===== src/inc/cca_pkg.sv =====
/*
 * Constants shared by the counter array and its capture/compare modules.
 * Assumes a single system clock domain and an 8-bit special function register port.
 */
package cca_pkg;

   // ----------------------------------------------------------------------
   // Sizes and timebase figures
   // ----------------------------------------------------------------------
   localparam int         NMOD       = 5;
   localparam logic [3:0] DIV12_LAST = 4'hB;  // Prescaler counts 0..11.
   localparam logic [1:0] DIV4_LAST  = 2'h3;
   localparam logic [2:0] OSC_LAST   = 3'h7;  // Eight oscillator ticks.

   // ----------------------------------------------------------------------
   // Register addresses on the special function register port
   // ----------------------------------------------------------------------
   localparam logic [7:0] A_CTRL  = 8'hD8;
   localparam logic [7:0] A_AMODE = 8'hD9;
   localparam logic [7:0] A_MODE0 = 8'hDA;
   localparam logic [7:0] A_CPL0  = 8'hE9;
   localparam logic [7:0] A_CPH0  = 8'hF0;
   localparam logic [7:0] A_CNTL  = 8'hF9;
   localparam logic [7:0] A_CNTH  = 8'hFA;

   // ----------------------------------------------------------------------
   // Field positions
   // ----------------------------------------------------------------------
   localparam int B_WIDE = 7;
   localparam int B_ECOM = 6;
   localparam int B_CAPP = 5;
   localparam int B_CAPN = 4;
   localparam int B_MAT  = 3;
   localparam int B_TOG  = 2;
   localparam int B_PWM  = 1;
   localparam int B_ECCF = 0;
   localparam int B_CF   = 7;
   localparam int B_CR   = 6;
   localparam int B_ECF  = 0;
   localparam int B_CPS  = 1;

   // ----------------------------------------------------------------------
   // Reset values
   // ----------------------------------------------------------------------
   localparam logic [7:0]  MODE_RST = 8'h00;
   localparam logic [15:0] CP_RST   = 16'h0000;
   localparam logic [3:0]  AMODE_RST = 4'h0;

   typedef enum logic [2:0] {
      TB_DIV12 = 3'h0,
      TB_DIV4  = 3'h1,
      TB_T0    = 3'h2,
      TB_ECI   = 3'h3,
      TB_SYS   = 3'h4,
      TB_OSC   = 3'h5
   } timebase_t;

endpackage : cca_pkg


===== src/rtl/cc_channel.sv =====
/*
 * One capture/compare module: mode register, 16-bit compare pair and pin logic.
 * Assumes the counter, its change strobe and a filtered pin level from the array.
 */
`timescale 1ns/100ps
module cc_channel (
   input  wire logic        clk,
   input  wire logic        rstn,
   input  wire logic        mode_wr,
   input  wire logic        cpl_wr,
   input  wire logic        cph_wr,
   input  wire logic [7:0]  wdata,
   input  wire logic [15:0] cnt,
   input  wire logic        cnt_new,
   input  wire logic        pin_lvl,
   output logic [7:0]       mode_q,
   output logic [15:0]      cp_q,
   output logic             event_o,
   output logic             pin_q,
   output logic             pin_oe_n
);
   import cca_pkg::*;

   logic [7:0]  mode_d;
   logic [15:0] cp_d;
   logic        pin_d;
   logic        lvl_q;
   logic        cap_m, tmr_m, hso_m, frq_m, pwm_m, ecom;
   logic        m16, m8, wrap8, wrap16, cap_hit;

   // ----------------------------------------------------------------------
   // Mode decode and comparators
   // ----------------------------------------------------------------------
   always_comb begin
      ecom    = mode_q[B_ECOM];
      cap_m   = mode_q[3:1] == 3'h0;
      tmr_m   = mode_q[3:1] == 3'h4 && mode_q[5:4] == 2'h0;
      hso_m   = mode_q[3:1] == 3'h6 && mode_q[5:4] == 2'h0;
      frq_m   = mode_q[B_TOG] && mode_q[B_PWM] && mode_q[5:4] == 2'h0;
      pwm_m   = mode_q[B_PWM] && !mode_q[B_TOG] && mode_q[5:4] == 2'h0;
      m16     = cnt_new && cnt == cp_q;
      m8      = cnt_new && cnt[7:0] == cp_q[7:0];
      wrap8   = cnt_new && cnt[7:0] == 8'h00;
      wrap16  = cnt_new && cnt == 16'h0000;
      cap_hit = cap_m && ((mode_q[B_CAPP] && pin_lvl && !lvl_q) ||
                          (mode_q[B_CAPN] && !pin_lvl && lvl_q));
   end

   // Next mode, compare pair, pin level and event.
   always_comb begin
      mode_d  = mode_q;
      cp_d    = cp_q;
      pin_d   = pin_q;
      event_o = 1'b0;
      if (cap_hit) begin
         cp_d    = cnt;
         event_o = 1'b1;
      end
      if (tmr_m && ecom && mode_q[B_MAT] && m16) begin
         event_o = 1'b1;
      end
      if (hso_m && ecom && mode_q[B_MAT] && m16) begin
         pin_d   = !pin_q;
         event_o = 1'b1;
      end
      if (frq_m && ecom) begin
         if (m8) begin
            pin_d      = !pin_q;
            cp_d[7:0]  = cp_q[7:0] + cp_q[15:8];
         end
         if (mode_q[B_MAT] && m16) begin
            event_o = 1'b1;
         end
      end
      if (pwm_m) begin
         if (!ecom) begin
            pin_d = 1'b0;
         end else if (!mode_q[B_WIDE]) begin
            if (wrap8) begin
               pin_d     = 1'b0;
               cp_d[7:0] = cp_q[15:8];
            end
            if (m8 && !wrap8) begin
               pin_d = 1'b1;
            end else if (wrap8 && cp_q[15:8] == 8'h00) begin
               pin_d = 1'b1;
            end
            event_o = mode_q[B_MAT] && m8;
         end else begin
            if (wrap16) begin
               pin_d = 1'b0;
            end
            if (m16) begin
               pin_d = 1'b1;
            end
            event_o = mode_q[B_MAT] && m16;
         end
      end
      if (mode_wr) begin
         mode_d = wdata;
      end
      if (cpl_wr) begin
         cp_d[7:0]      = wdata;
         mode_d[B_ECOM] = 1'b0;
      end
      if (cph_wr) begin
         cp_d[15:8]     = wdata;
         mode_d[B_ECOM] = 1'b1;
      end
      pin_oe_n = !(hso_m || frq_m || pwm_m);
   end

   // Registers of the module.
   always_ff @(posedge clk or negedge rstn) begin
      if (!rstn) begin
         mode_q <= MODE_RST;
         cp_q   <= CP_RST;
         pin_q  <= 1'b0;
         lvl_q  <= 1'b0;
      end else begin
         mode_q <= mode_d;
         cp_q   <= cp_d;
         pin_q  <= pin_d;
         lvl_q  <= pin_lvl;
      end
   end
endmodule : cc_channel


===== src/rtl/counter_array.sv =====
/*
 * Counter array: shared 16-bit counter, timebase, event flags, interrupt tree and
 * five capture/compare modules on a byte-wide special function register port.
 * Assumes all inputs are synchronous to clk and the pin buffer is resolved outside.
 */
`timescale 1ns/100ps

// Notes on behaviour
// - Six event flags: counter overflow plus one per capture/compare module.
// - Flags set on their trigger regardless of enables; overflow interrupt needs its enable.
// - Interrupt reaches the processor only with global and array enables both set.
// - Mode bit 0 lets a module's set flag raise the array interrupt.
// - Mode bits 3..1 zero select capture; bits 5 and 4 pick rising, falling, both.
// - Bit 1 with bits 2, 4, 5 clear is PWM; bit 7 picks 8 or 16 bit.
// - Comparator disabled: output modes do not toggle, PWM outputs constant zero.
// - In PWM modes with match enabled every comparator match sets the flag.
// - Capture copies the counter into the module pair and sets the flag.
// - Module flags are not cleared by servicing; software clears them.
// - With both capture edges enabled the pin level stays readable on a port.
// - Software timer mode sets the flag when counter equals the module pair.
// - Low byte write clears comparator enable; high byte write sets it.
// - High speed output toggles the pin and sets the flag on each match.
// - Frequency output: low byte match toggles pin and adds high to low byte.
// - High byte is counter clocks per half period; zero means 256.
// - Frequency output with match bit sets the flag on full 16-bit equality.
// - 8-bit PWM: pin high on low byte match, low on low byte overflow.
// - 8-bit PWM reloads the low byte from the high byte on low byte wrap.
// - 8-bit PWM with match bit sets the flag on every rising edge match.
// - Overflow flag set on 0xFFFF to 0x0000 and never cleared by hardware.
// - Three-bit timebase select picks the counter increment source.
// - 16-bit PWM: pin high on 16-bit match, low on counter overflow.
module counter_array #(
   parameter int NCH = cca_pkg::NMOD
) (
   input  wire logic           clk,
   input  wire logic           rstn,
   input  wire logic [7:0]     sfr_addr,
   input  wire logic [7:0]     sfr_wdata,
   input  wire logic           sfr_wr,
   input  wire logic           sfr_rd,
   output logic [7:0]          sfr_rdata,
   input  wire logic           global_irq_enable,
   input  wire logic           array_irq_enable,
   input  wire logic           timer0_ovf,
   input  wire logic           external_count_input,
   input  wire logic           ext_osc_tick,
   input  wire logic [NCH-1:0] module_io_pin_in,
   output logic [NCH-1:0]      module_io_pin_out,
   output logic [NCH-1:0]      module_io_pin_oe_n,
   output logic [NCH-1:0]      pin_level,
   output logic                irq
);
   import cca_pkg::*;

   // ----------------------------------------------------------------------
   // Declarations
   // ----------------------------------------------------------------------
   logic [3:0]      div_q, div_d;
   logic [1:0]      eci_q, eci_d;
   logic [2:0]      osc_q, osc_d;
   logic            tick;
   logic            run_tick;
   logic [15:0]     cnt_q, cnt_d;
   logic            cnt_new_q, cnt_new_d;
   logic            cf_q, cf_d, cf_set;
   logic            cr_q, cr_d;
   logic [NCH-1:0]  ccf_q, ccf_d;
   logic [3:0]      amode_q, amode_d;
   logic [NCH-1:0]  s1_q, s2_q, lvl_q, lvl_d;
   logic [7:0]      rd_mux;
   logic [7:0]      rdata_d;
   logic            ctrl_wr;
   logic [NCH-1:0]  ev;
   logic [NCH-1:0]  eccf;
   logic [7:0]      mode_r [NCH];
   logic [15:0]     cp_r [NCH];
   timebase_t       tb;

   // ----------------------------------------------------------------------
   // Timebase selection
   // ----------------------------------------------------------------------
   // Prescaler, count input edge detector and oscillator divider.
   always_comb begin
      tb    = timebase_t'(amode_q[B_CPS +: 3]);
      div_d = (div_q == DIV12_LAST) ? 4'h0 : 4'(div_q + 4'h1);
      eci_d = {eci_q[0], external_count_input};
      osc_d = ext_osc_tick ? 3'(osc_q + 3'h1) : osc_q;
      case (tb)
         TB_DIV12: tick = div_q == DIV12_LAST;
         TB_DIV4:  tick = div_q[1:0] == DIV4_LAST;
         TB_T0:    tick = timer0_ovf;
         TB_ECI:   tick = eci_q[1] && !eci_q[0];
         TB_SYS:   tick = 1'b1;
         TB_OSC:   tick = ext_osc_tick && osc_q == OSC_LAST;
         default:  tick = 1'b0;
      endcase
      run_tick = cr_q && tick;
   end

   // Timebase registers.
   always_ff @(posedge clk or negedge rstn) begin
      if (!rstn) begin
         div_q <= 4'h0;
         eci_q <= 2'h0;
         osc_q <= 3'h0;
      end else begin
         div_q <= div_d;
         eci_q <= eci_d;
         osc_q <= osc_d;
      end
   end

   // ----------------------------------------------------------------------
   // Counter, flags and mode register of the array
   // ----------------------------------------------------------------------
   // Software writes to the counter bytes override the step in that cycle.
   always_comb begin
      ctrl_wr   = sfr_wr && sfr_addr == A_CTRL;
      cnt_d     = run_tick ? 16'(cnt_q + 16'h0001) : cnt_q;
      cnt_new_d = run_tick;
      if (sfr_wr && sfr_addr == A_CNTL) begin
         cnt_d[7:0] = sfr_wdata;
      end
      if (sfr_wr && sfr_addr == A_CNTH) begin
         cnt_d[15:8] = sfr_wdata;
      end
      cf_set = run_tick && cnt_q == 16'hFFFF;
      // A hardware set in the same cycle as a software clear wins.
      cf_d  = cf_set || (ctrl_wr ? sfr_wdata[B_CF] : cf_q);
      ccf_d = ev | (ctrl_wr ? sfr_wdata[NCH-1:0] : ccf_q);
      cr_d  = ctrl_wr ? sfr_wdata[B_CR] : cr_q;
      amode_d = (sfr_wr && sfr_addr == A_AMODE) ? sfr_wdata[3:0] : amode_q;
   end

   // Counter and flag registers.
   always_ff @(posedge clk or negedge rstn) begin
      if (!rstn) begin
         cnt_q     <= 16'h0000;
         cnt_new_q <= 1'b0;
         cf_q      <= 1'b0;
         ccf_q     <= '0;
         cr_q      <= 1'b0;
         amode_q   <= AMODE_RST;
      end else begin
         cnt_q     <= cnt_d;
         cnt_new_q <= cnt_new_d;
         cf_q      <= cf_d;
         ccf_q     <= ccf_d;
         cr_q      <= cr_d;
         amode_q   <= amode_d;
      end
   end

   // ----------------------------------------------------------------------
   // Pin input qualification
   // ----------------------------------------------------------------------
   // A new level is accepted only after two equal samples in a row.
   always_comb begin
      lvl_d = (s1_q & s2_q) | (lvl_q & (s1_q | s2_q));
   end

   // Pin sample registers.
   always_ff @(posedge clk or negedge rstn) begin
      if (!rstn) begin
         s1_q  <= '0;
         s2_q  <= '0;
         lvl_q <= '0;
      end else begin
         s1_q  <= module_io_pin_in;
         s2_q  <= s1_q;
         lvl_q <= lvl_d;
      end
   end

   assign pin_level = lvl_q;

   // ----------------------------------------------------------------------
   // Capture/compare modules
   // ----------------------------------------------------------------------
   for (genvar i = 0; i < NCH; i++) begin : g_mod
      cc_channel u_ch (
         .clk      (clk),
         .rstn     (rstn),
         .mode_wr  (sfr_wr && sfr_addr == 8'(A_MODE0 + i)),
         .cpl_wr   (sfr_wr && sfr_addr == 8'(A_CPL0 + i)),
         .cph_wr   (sfr_wr && sfr_addr == 8'(A_CPH0 + i)),
         .wdata    (sfr_wdata),
         .cnt      (cnt_q),
         .cnt_new  (cnt_new_q),
         .pin_lvl  (lvl_q[i]),
         .mode_q   (mode_r[i]),
         .cp_q     (cp_r[i]),
         .event_o  (ev[i]),
         .pin_q    (module_io_pin_out[i]),
         .pin_oe_n (module_io_pin_oe_n[i])
      );
      assign eccf[i] = mode_r[i][B_ECCF];
   end

   // ----------------------------------------------------------------------
   // Interrupt tree
   // ----------------------------------------------------------------------
   // Flags set regardless of enables; only the request is gated.
   assign irq = global_irq_enable && array_irq_enable &&
                ((cf_q && amode_q[B_ECF]) || |(ccf_q & eccf));

   // ----------------------------------------------------------------------
   // Register read port
   // ----------------------------------------------------------------------
   // Read data is held in a register and changes only on a read strobe.
   always_comb begin
      rd_mux = 8'h00;
      if (sfr_addr == A_CTRL) begin
         rd_mux = {cf_q, cr_q, 1'b0, 5'(ccf_q)};
      end else if (sfr_addr == A_AMODE) begin
         rd_mux = {4'h0, amode_q};
      end else if (sfr_addr == A_CNTL) begin
         rd_mux = cnt_q[7:0];
      end else if (sfr_addr == A_CNTH) begin
         rd_mux = cnt_q[15:8];
      end
      for (int k = 0; k < NCH; k++) begin
         if (sfr_addr == 8'(A_MODE0 + k)) begin
            rd_mux = mode_r[k];
         end
         if (sfr_addr == 8'(A_CPL0 + k)) begin
            rd_mux = cp_r[k][7:0];
         end
         if (sfr_addr == 8'(A_CPH0 + k)) begin
            rd_mux = cp_r[k][15:8];
         end
      end
      rdata_d = sfr_rd ? rd_mux : sfr_rdata;
   end

   // Read data register.
   always_ff @(posedge clk or negedge rstn) begin
      if (!rstn) begin
         sfr_rdata <= 8'h00;
      end else begin
         sfr_rdata <= rdata_d;
      end
   end
endmodule : counter_array


===== config.mk =====
export PLATFORM = sky130hd
export DESIGN_NAME = counter_array
export DESIGN_NICKNAME = d
export VERILOG_FILES = /design/src/inc/cca_pkg.sv /design/src/rtl/cc_channel.sv /design/src/rtl/counter_array.sv
export SDC_FILE = /design/constraint.sdc
export NUM_CORES = 1
export LEC_CHECK = 0
export BUFFER_PORTS_ARGS = -buffer_cell sky130_fd_sc_hd__buf_2
export CORE_MARGIN = 5
export CORE_UTILIZATION = 40
export DETAILED_ROUTE_END_ITERATION = 16
export SETUP_SLACK_MARGIN = 0.1
export SKIP_CTS_REPAIR_TIMING = 1
export SYNTH_ARGS = -nofsm -noshare
export SYNTH_HDL_FRONTEND = slang
export SYNTH_SLANG_ARGS = --single-unit

===== constraint.sdc =====
create_clock -name clk -period 3 [get_ports clk]
set_input_delay 0.6 -clock clk [delete_from_list [all_inputs] [get_ports clk]]
set_output_delay 0.6 -clock clk [all_outputs]
set_load 0.05 [all_outputs]

Word-level counts from Yosys, hierarchy flattened

Index checks and enable logic that the tools add are counted.

Add/subtract/negate cells: 8
Multipliers: 0
Divide/modulo/power cells: 0
Order comparisons: 0
Equality and inequality tests: 48
Shift-type cells: 0
Multiplexer cells: 181
Bitwise logic cells: 6
Reduce and logical (&&, ||, !) cells: 223

Operators by type and width:

| kind                  | number |
|---|---|
| $mux 8                | 61 |
| $eq 8x8->1 const B    | 19 |
| $logic_and 1x1->1     | 148 |
| $mux 1                | 106 |
| $mux 16               | 6 |
| $eq 16x16->1          | 5 |
| $logic_not 8->1       | 6 |
| $add 8x8->8           | 5 |
| $eq 8x8->1            | 5 |
| $eq 3x3->1 const B    | 13 |
| $mux 7                | 5 |
| $logic_not 1->1       | 27 |
| $logic_not 3->1       | 6 |
| $logic_or 1x1->1      | 17 |
| $add 16x1->16 const B | 1 |
| $eq 16x16->1 const B  | 1 |
| $logic_not 16->1      | 1 |
| $and 5x5->5           | 3 |
| $or 5x5->5            | 3 |
| $reduce_bool 3->1     | 5 |
| $reduce_bool 2->1     | 7 |
| $logic_not 2->1       | 5 |
| $eq 3x2->1 const B    | 2 |
| $pmux 1 s6            | 1 |
| other kinds (8)       | 8 |

Flip-flop bits (word level): 190
Latch bits: 0
Bits in writable memories: 0
Memory bits (read-only): 0
Bits of input ports: 30
Output and inout port bits: 24
Logic and storage cells: 510
Memories: 0

Longest topological paths before layout

Depth after elaboration: 20
Depth in mapped cells: 12
Mapped depth without buffers: 10

Hierarchy

From an unflattened synthesis, not the netlist that was laid out.

Cell total of the unflattened synthesis: 1589
Area, all modules: 14732.9 sq um

By module, submodules not included:

| module        | instances | cells an instance | area each (sq um) |
|---|---|---|---|
| cc_channel    | 5         | 211               | 2034.5 |
| counter_array | 1         | 534               | 4560.6 |

Worst setup path after synthesis

No wires, ideal clock.

Kind: input -> register
Start point: in sfr_addr[4]
End point: reg g_mod[4].u_ch.mode_q[0]
Setup time: 0.125 ns
Arrival: 2.394 ns
Path slack: 0.482 ns
Stages on the path: 8
Buffers on the path: 3
Cell sequence: buf_2 > and4b_1 > clkbuf_1 > nand3_1 > buf_2 > nor3_1 > nand2_1 > mux2_2

Longest elaborated chain between the ends: 2

RTL lines:

| element              | line                 | text |
|---|---|---|
| start, declared      | counter_array.sv:37  | `input wire logic [7:0] sfr_addr,` |
| $eq 8x8->1           | counter_array.sv:184 | `.mode_wr (sfr_wr && sfr_addr == 8'(A_MODE0 + i)),` |
| $logic_and 1x1->1    | counter_array.sv:184 |  |
| end signal, assigned | cc_channel.sv:121    | `mode_q <= mode_d;` |
| end, declared        | cc_channel.sv:16     | `output logic [7:0] mode_q,` |

Every way passes these cells.
A chain may end at the register's enable or synchronous reset.

Worst setup path in the final report

Start point: reg cnt_q[0]
End point: reg g_mod[2].u_ch.pin_q

Longest elaborated chain between the ends: 12
Elaborated cells on any way between the ends: 23

RTL lines:

| element                 | line                 | text |
|---|---|---|
| start, declared         | counter_array.sv:63  | `logic [15:0] cnt_q, cnt_d;` |
| start signal, assigned  | counter_array.sv:145 | `cnt_q <= cnt_d;` |
| $eq 16x16->1            | cc_channel.sv:41     | `m16 = cnt_new && cnt == cp_q;` |
| $logic_and 1x1->1       | cc_channel.sv:41     |  |
| $logic_and 1x1->1       | cc_channel.sv:62     | `if (hso_m && ecom && mode_q[B_MAT] && m16) begin` |
| $mux 1                  | cc_channel.sv:62     |  |
| $mux 1                  | cc_channel.sv:67     | `if (m8) begin` |
| $mux 1                  | cc_channel.sv:66     | `if (frq_m && ecom) begin` |
| $mux 1                  | cc_channel.sv:79     | `if (wrap8) begin` |
| $mux 1                  | cc_channel.sv:85     | `end else if (wrap8 && cp_q[15:8] == 8'h00) begin` |
| $mux 1                  | cc_channel.sv:83     | `if (m8 && !wrap8) begin` |
| $mux 1                  | cc_channel.sv:78     | `end else if (!mode_q[B_WIDE]) begin` |
| $mux 1                  | cc_channel.sv:76     | `if (!ecom) begin` |
| $mux 1 *                | cc_channel.sv:75     | `if (pwm_m) begin` |
| net g_mod[2].u_ch.pin_d | cc_channel.sv:26     | `logic pin_d;` |
| end signal, assigned    | cc_channel.sv:123    | `pin_q <= pin_d;` |
| end, declared           | cc_channel.sv:19     | `output logic pin_q,` |

Mark *: on every way through the listed nets, which the timed path passes. The rest lies on a longest branch.

==> flow_summary.yaml <==
cts:
  clock_path_buffers: 2
  cts_tree: "yes"
  cts_sinks: 190
  clk_latency_ps: 470
  htreeDepth: 4
  cts_root_buf: "clkbuf_16"
  path_clk_slew_ps: 80
  cts_buffers: 17
timing:
  period_share_pct: 90.93
  setup_ws_ps: 272.2
  period_minus_slack_ps: 2728
  setup_viol: 0
  clock_skew_ps: 14.30
  hold_slack_ps: 132.9
  drv_slew: 0
  fin_setup_tns_ps: 0
  grt_setup_unrepaired: "false"
  relSlewSlack_pct: 40.43
  tightestPinTransition_ps: 885.4
  fmax_mhz: 366.6
  hold_viol: 0
routing:
  dr_wl_met3_um: 4428
  dr.first_iter.drc_count: 1284
  ant_nets: 0
  via_per_inst: 6.166
  top_layer: "met4"
  drcViolationCount: 0
  dr.pass1.iters: 5
  vias: 13110
  wl_per_cell_um: 26.64
  routed-wl-met2_um: 25460
  met1Wirelength_um: 23720
  wl_um: 56630
logic_synthesis:
  async_reset_ff_share_pct: 100.0
  synth_xor_area_share_pct: 7.870
  synth_top_flop_cell: "dfrtp_1"
  synth_seq_area_share_pct: 33.91
  synth_edf_count: 0
  synth_compound_area_share_pct: 16.61
  synth_simple_gate_area_share_pct: 17.71
  synth.ff_latch_count: 190
  synth_top_area_share_pct: 33.91
  synth_area_mm2: 0.01402
  synth_cells: 1611
  synth_top_family_by_area: "simple AND/OR/NAND/NOR gates"
  synth_nets: 1686
  yosysUniqueCellTypes: 73
  avgSynthCellArea_um2: 8.704
  synthAdderAreaFrac_pct: 4.640
  yosysWarnings: 0
  yosys.area.top_type: "dfrtp_1"
  synthMuxAreaShare_pct: 13.91
  ys_top_cells_by_area: "dfrtp_1, mux2i_1, xnor2_1"
final_layout:
  final_util_pct: 45.84
  diodes: 0
  fin_cells: 2126
  drive_above_1_share_pct: 15.98
  area_growth_pct: 12.93
  fin_nets: 1733
die:
  die_h_um: 197.2
  fp.dieArea_mm2: 0.03890
  core_mm2: 0.03454
  initial_utilization_pct: 40.59
  io_pins: 54
  rows: 68
  dieWidth_um: 197.2
run:
  drv_cap: 0
placement:
  pre_cts_ws_ps: 74.62
  dp_hpwl_um: 40840
  place_inst: 2094
  gp_congestion: 1.002
  port_buffers: 53
global_route:
  grt_pass1_wl_um: 84880
  grt_max_degree: 64
  grt_pass1_vias: 12870
  grt_usage_pct: 29.07
  grt_overflow: 0
  antenna_found_initial: 1
setup_path:
  cp_max_fo: 11
  cp-end-kind: "flip-flop"
  critPathKind: "flip-flop to flip-flop"
  start_kind: "flip-flop"
  worstRegToRegCells: 9
  arrival_ps: 3080
  required_ps: 3350
outcome:
  status: "finished, final reports clean"
hold_path:
  min_path_type: "input pin to async pin"
pwr:
  power_density_mw_per_mm2: 775.9
  ir_worst_vdd_mv: 0.5498
  p_leak_nw: 6.513
final cells by class:
cell class	instances	area, um2
repair buffers	158	1137
well taps	455	569.3
inverters	48	180.2
flip-flops and latches	190	4756
multi-input cells	1243	8572
clock buffers	17	425.4
clock inverters	15	195.2
fillers	3373	18710
flip-flops by register name, summed over array words and instances (netlist names):
register,count
s2_q,5
cnt_q,16
cr_q,1
cf_q,1
pin_level,5
ccf_q,5
g_mod.u_ch.mode_q,40
cnt_new_q,1
eci_q,2
amode_q,4
sfr_rdata,8
div_q,4
g_mod.u_ch.pin_q,5
osc_q,3
g_mod.u_ch.cp_q,80
s1_q,5
g_mod.u_ch.lvl_q,5
placed cells by master (no fill, tap or decap), drive strengths merged, types with 6 or more instances in the layout:
cell      n
nor3b    10
o31ai    10
a22oi    10
or3       8
a21o      8
buf     157
clkbuf   18
dfrtp   190
o21a      7
a22o      6
nand2   165
ha       40
nor3     44
o21ai   106
inv      56
mux2     55
a21oi    90
xor2     43
xnor2    83
a211oi   15
o22ai    11
a31oi    11
nor2    124
mux2i   133
a221oi   11
nand4    22
and3      9
nor2b    18
nor4     36
nand3    41
o211ai   16
cell usage after synthesis, types with 16 or more instances:
cell,number
clkbuf_1,83
nor4_1,34
nand4_1,22
inv_1,48
a21oi_1,90
xnor2_1,83
mux2i_1,133
nor2b_1,18
nand2_1,165
xor2_1,43
mux2_2,55
buf_1,17
nand3_1,41
o21ai_0,98
o211ai_1,16
nor3_1,43
dfrtp_1,190
ha_1,40
nor2_1,123
metrics by stage:
stage	power, W	instance area [um2]
after detailed placement	0.009701	15210
after global placement	0.009532	15210
after CTS	0.01224	15830
after global routing	0.01311	15840
after floorplan	0.007960	14020
final	0.01229	15840
kinds of logic (layout without fill, tap and decap cells):
group	count (synthesis)	count (layout)
adders and majority gates	50	50
muxes	188	188
buffers and inverters	178	238
xor gates and xnor gates	126	126
and+or+nand+nor	514	514
AOI/OAI and AO/OA	365	365
DFF	190	190
final timing paths:
path                                             to  slack [ps]           startpoint
worst max-delay path            g_mod[2].u_ch.pin_q         270             cnt_q[0]
worst min register to register              s2_q[4]         390              s1_q[4]
worst min-delay path                        s1_q[1]         130                 rstn
min in group clk                            s1_q[0]         240  module_io_pin_in[0]
worst max register to register  g_mod[2].u_ch.pin_q         270             cnt_q[0]
max in group asynchronous                  cnt_q[0]        2120                 rstn
worst max-delay path, stage by stage, from the launching register on:
cell and delay (ps):
dfrtp_2 560, inv_1 120, ha_1 150, nand2_1 90, or4_1 770, a21oi_1 370, a21oi_1 100, o211ai_1 160
and4b_1 210, o22ai_1 80
per-layer routing:
metal	up-vias	track usage (%)
met3	155	6.123
met2	579	45.01
met4	0	13.76
met1	6488	38.93
met5	-	0
li1	5887	-
power by group:
part | total (W) | switching [W] | leakage, nW | internal (W)
Clock | 0.00252 | 0.00118 | 0.303 | 0.00134
Sequential | 0.00445 | 0.00128 | 2.33 | 0.00317
Combinational | 0.00532 | 0.00281 | 3.88 | 0.00250
No activity file was read; power rests on OpenSTA's default activity.
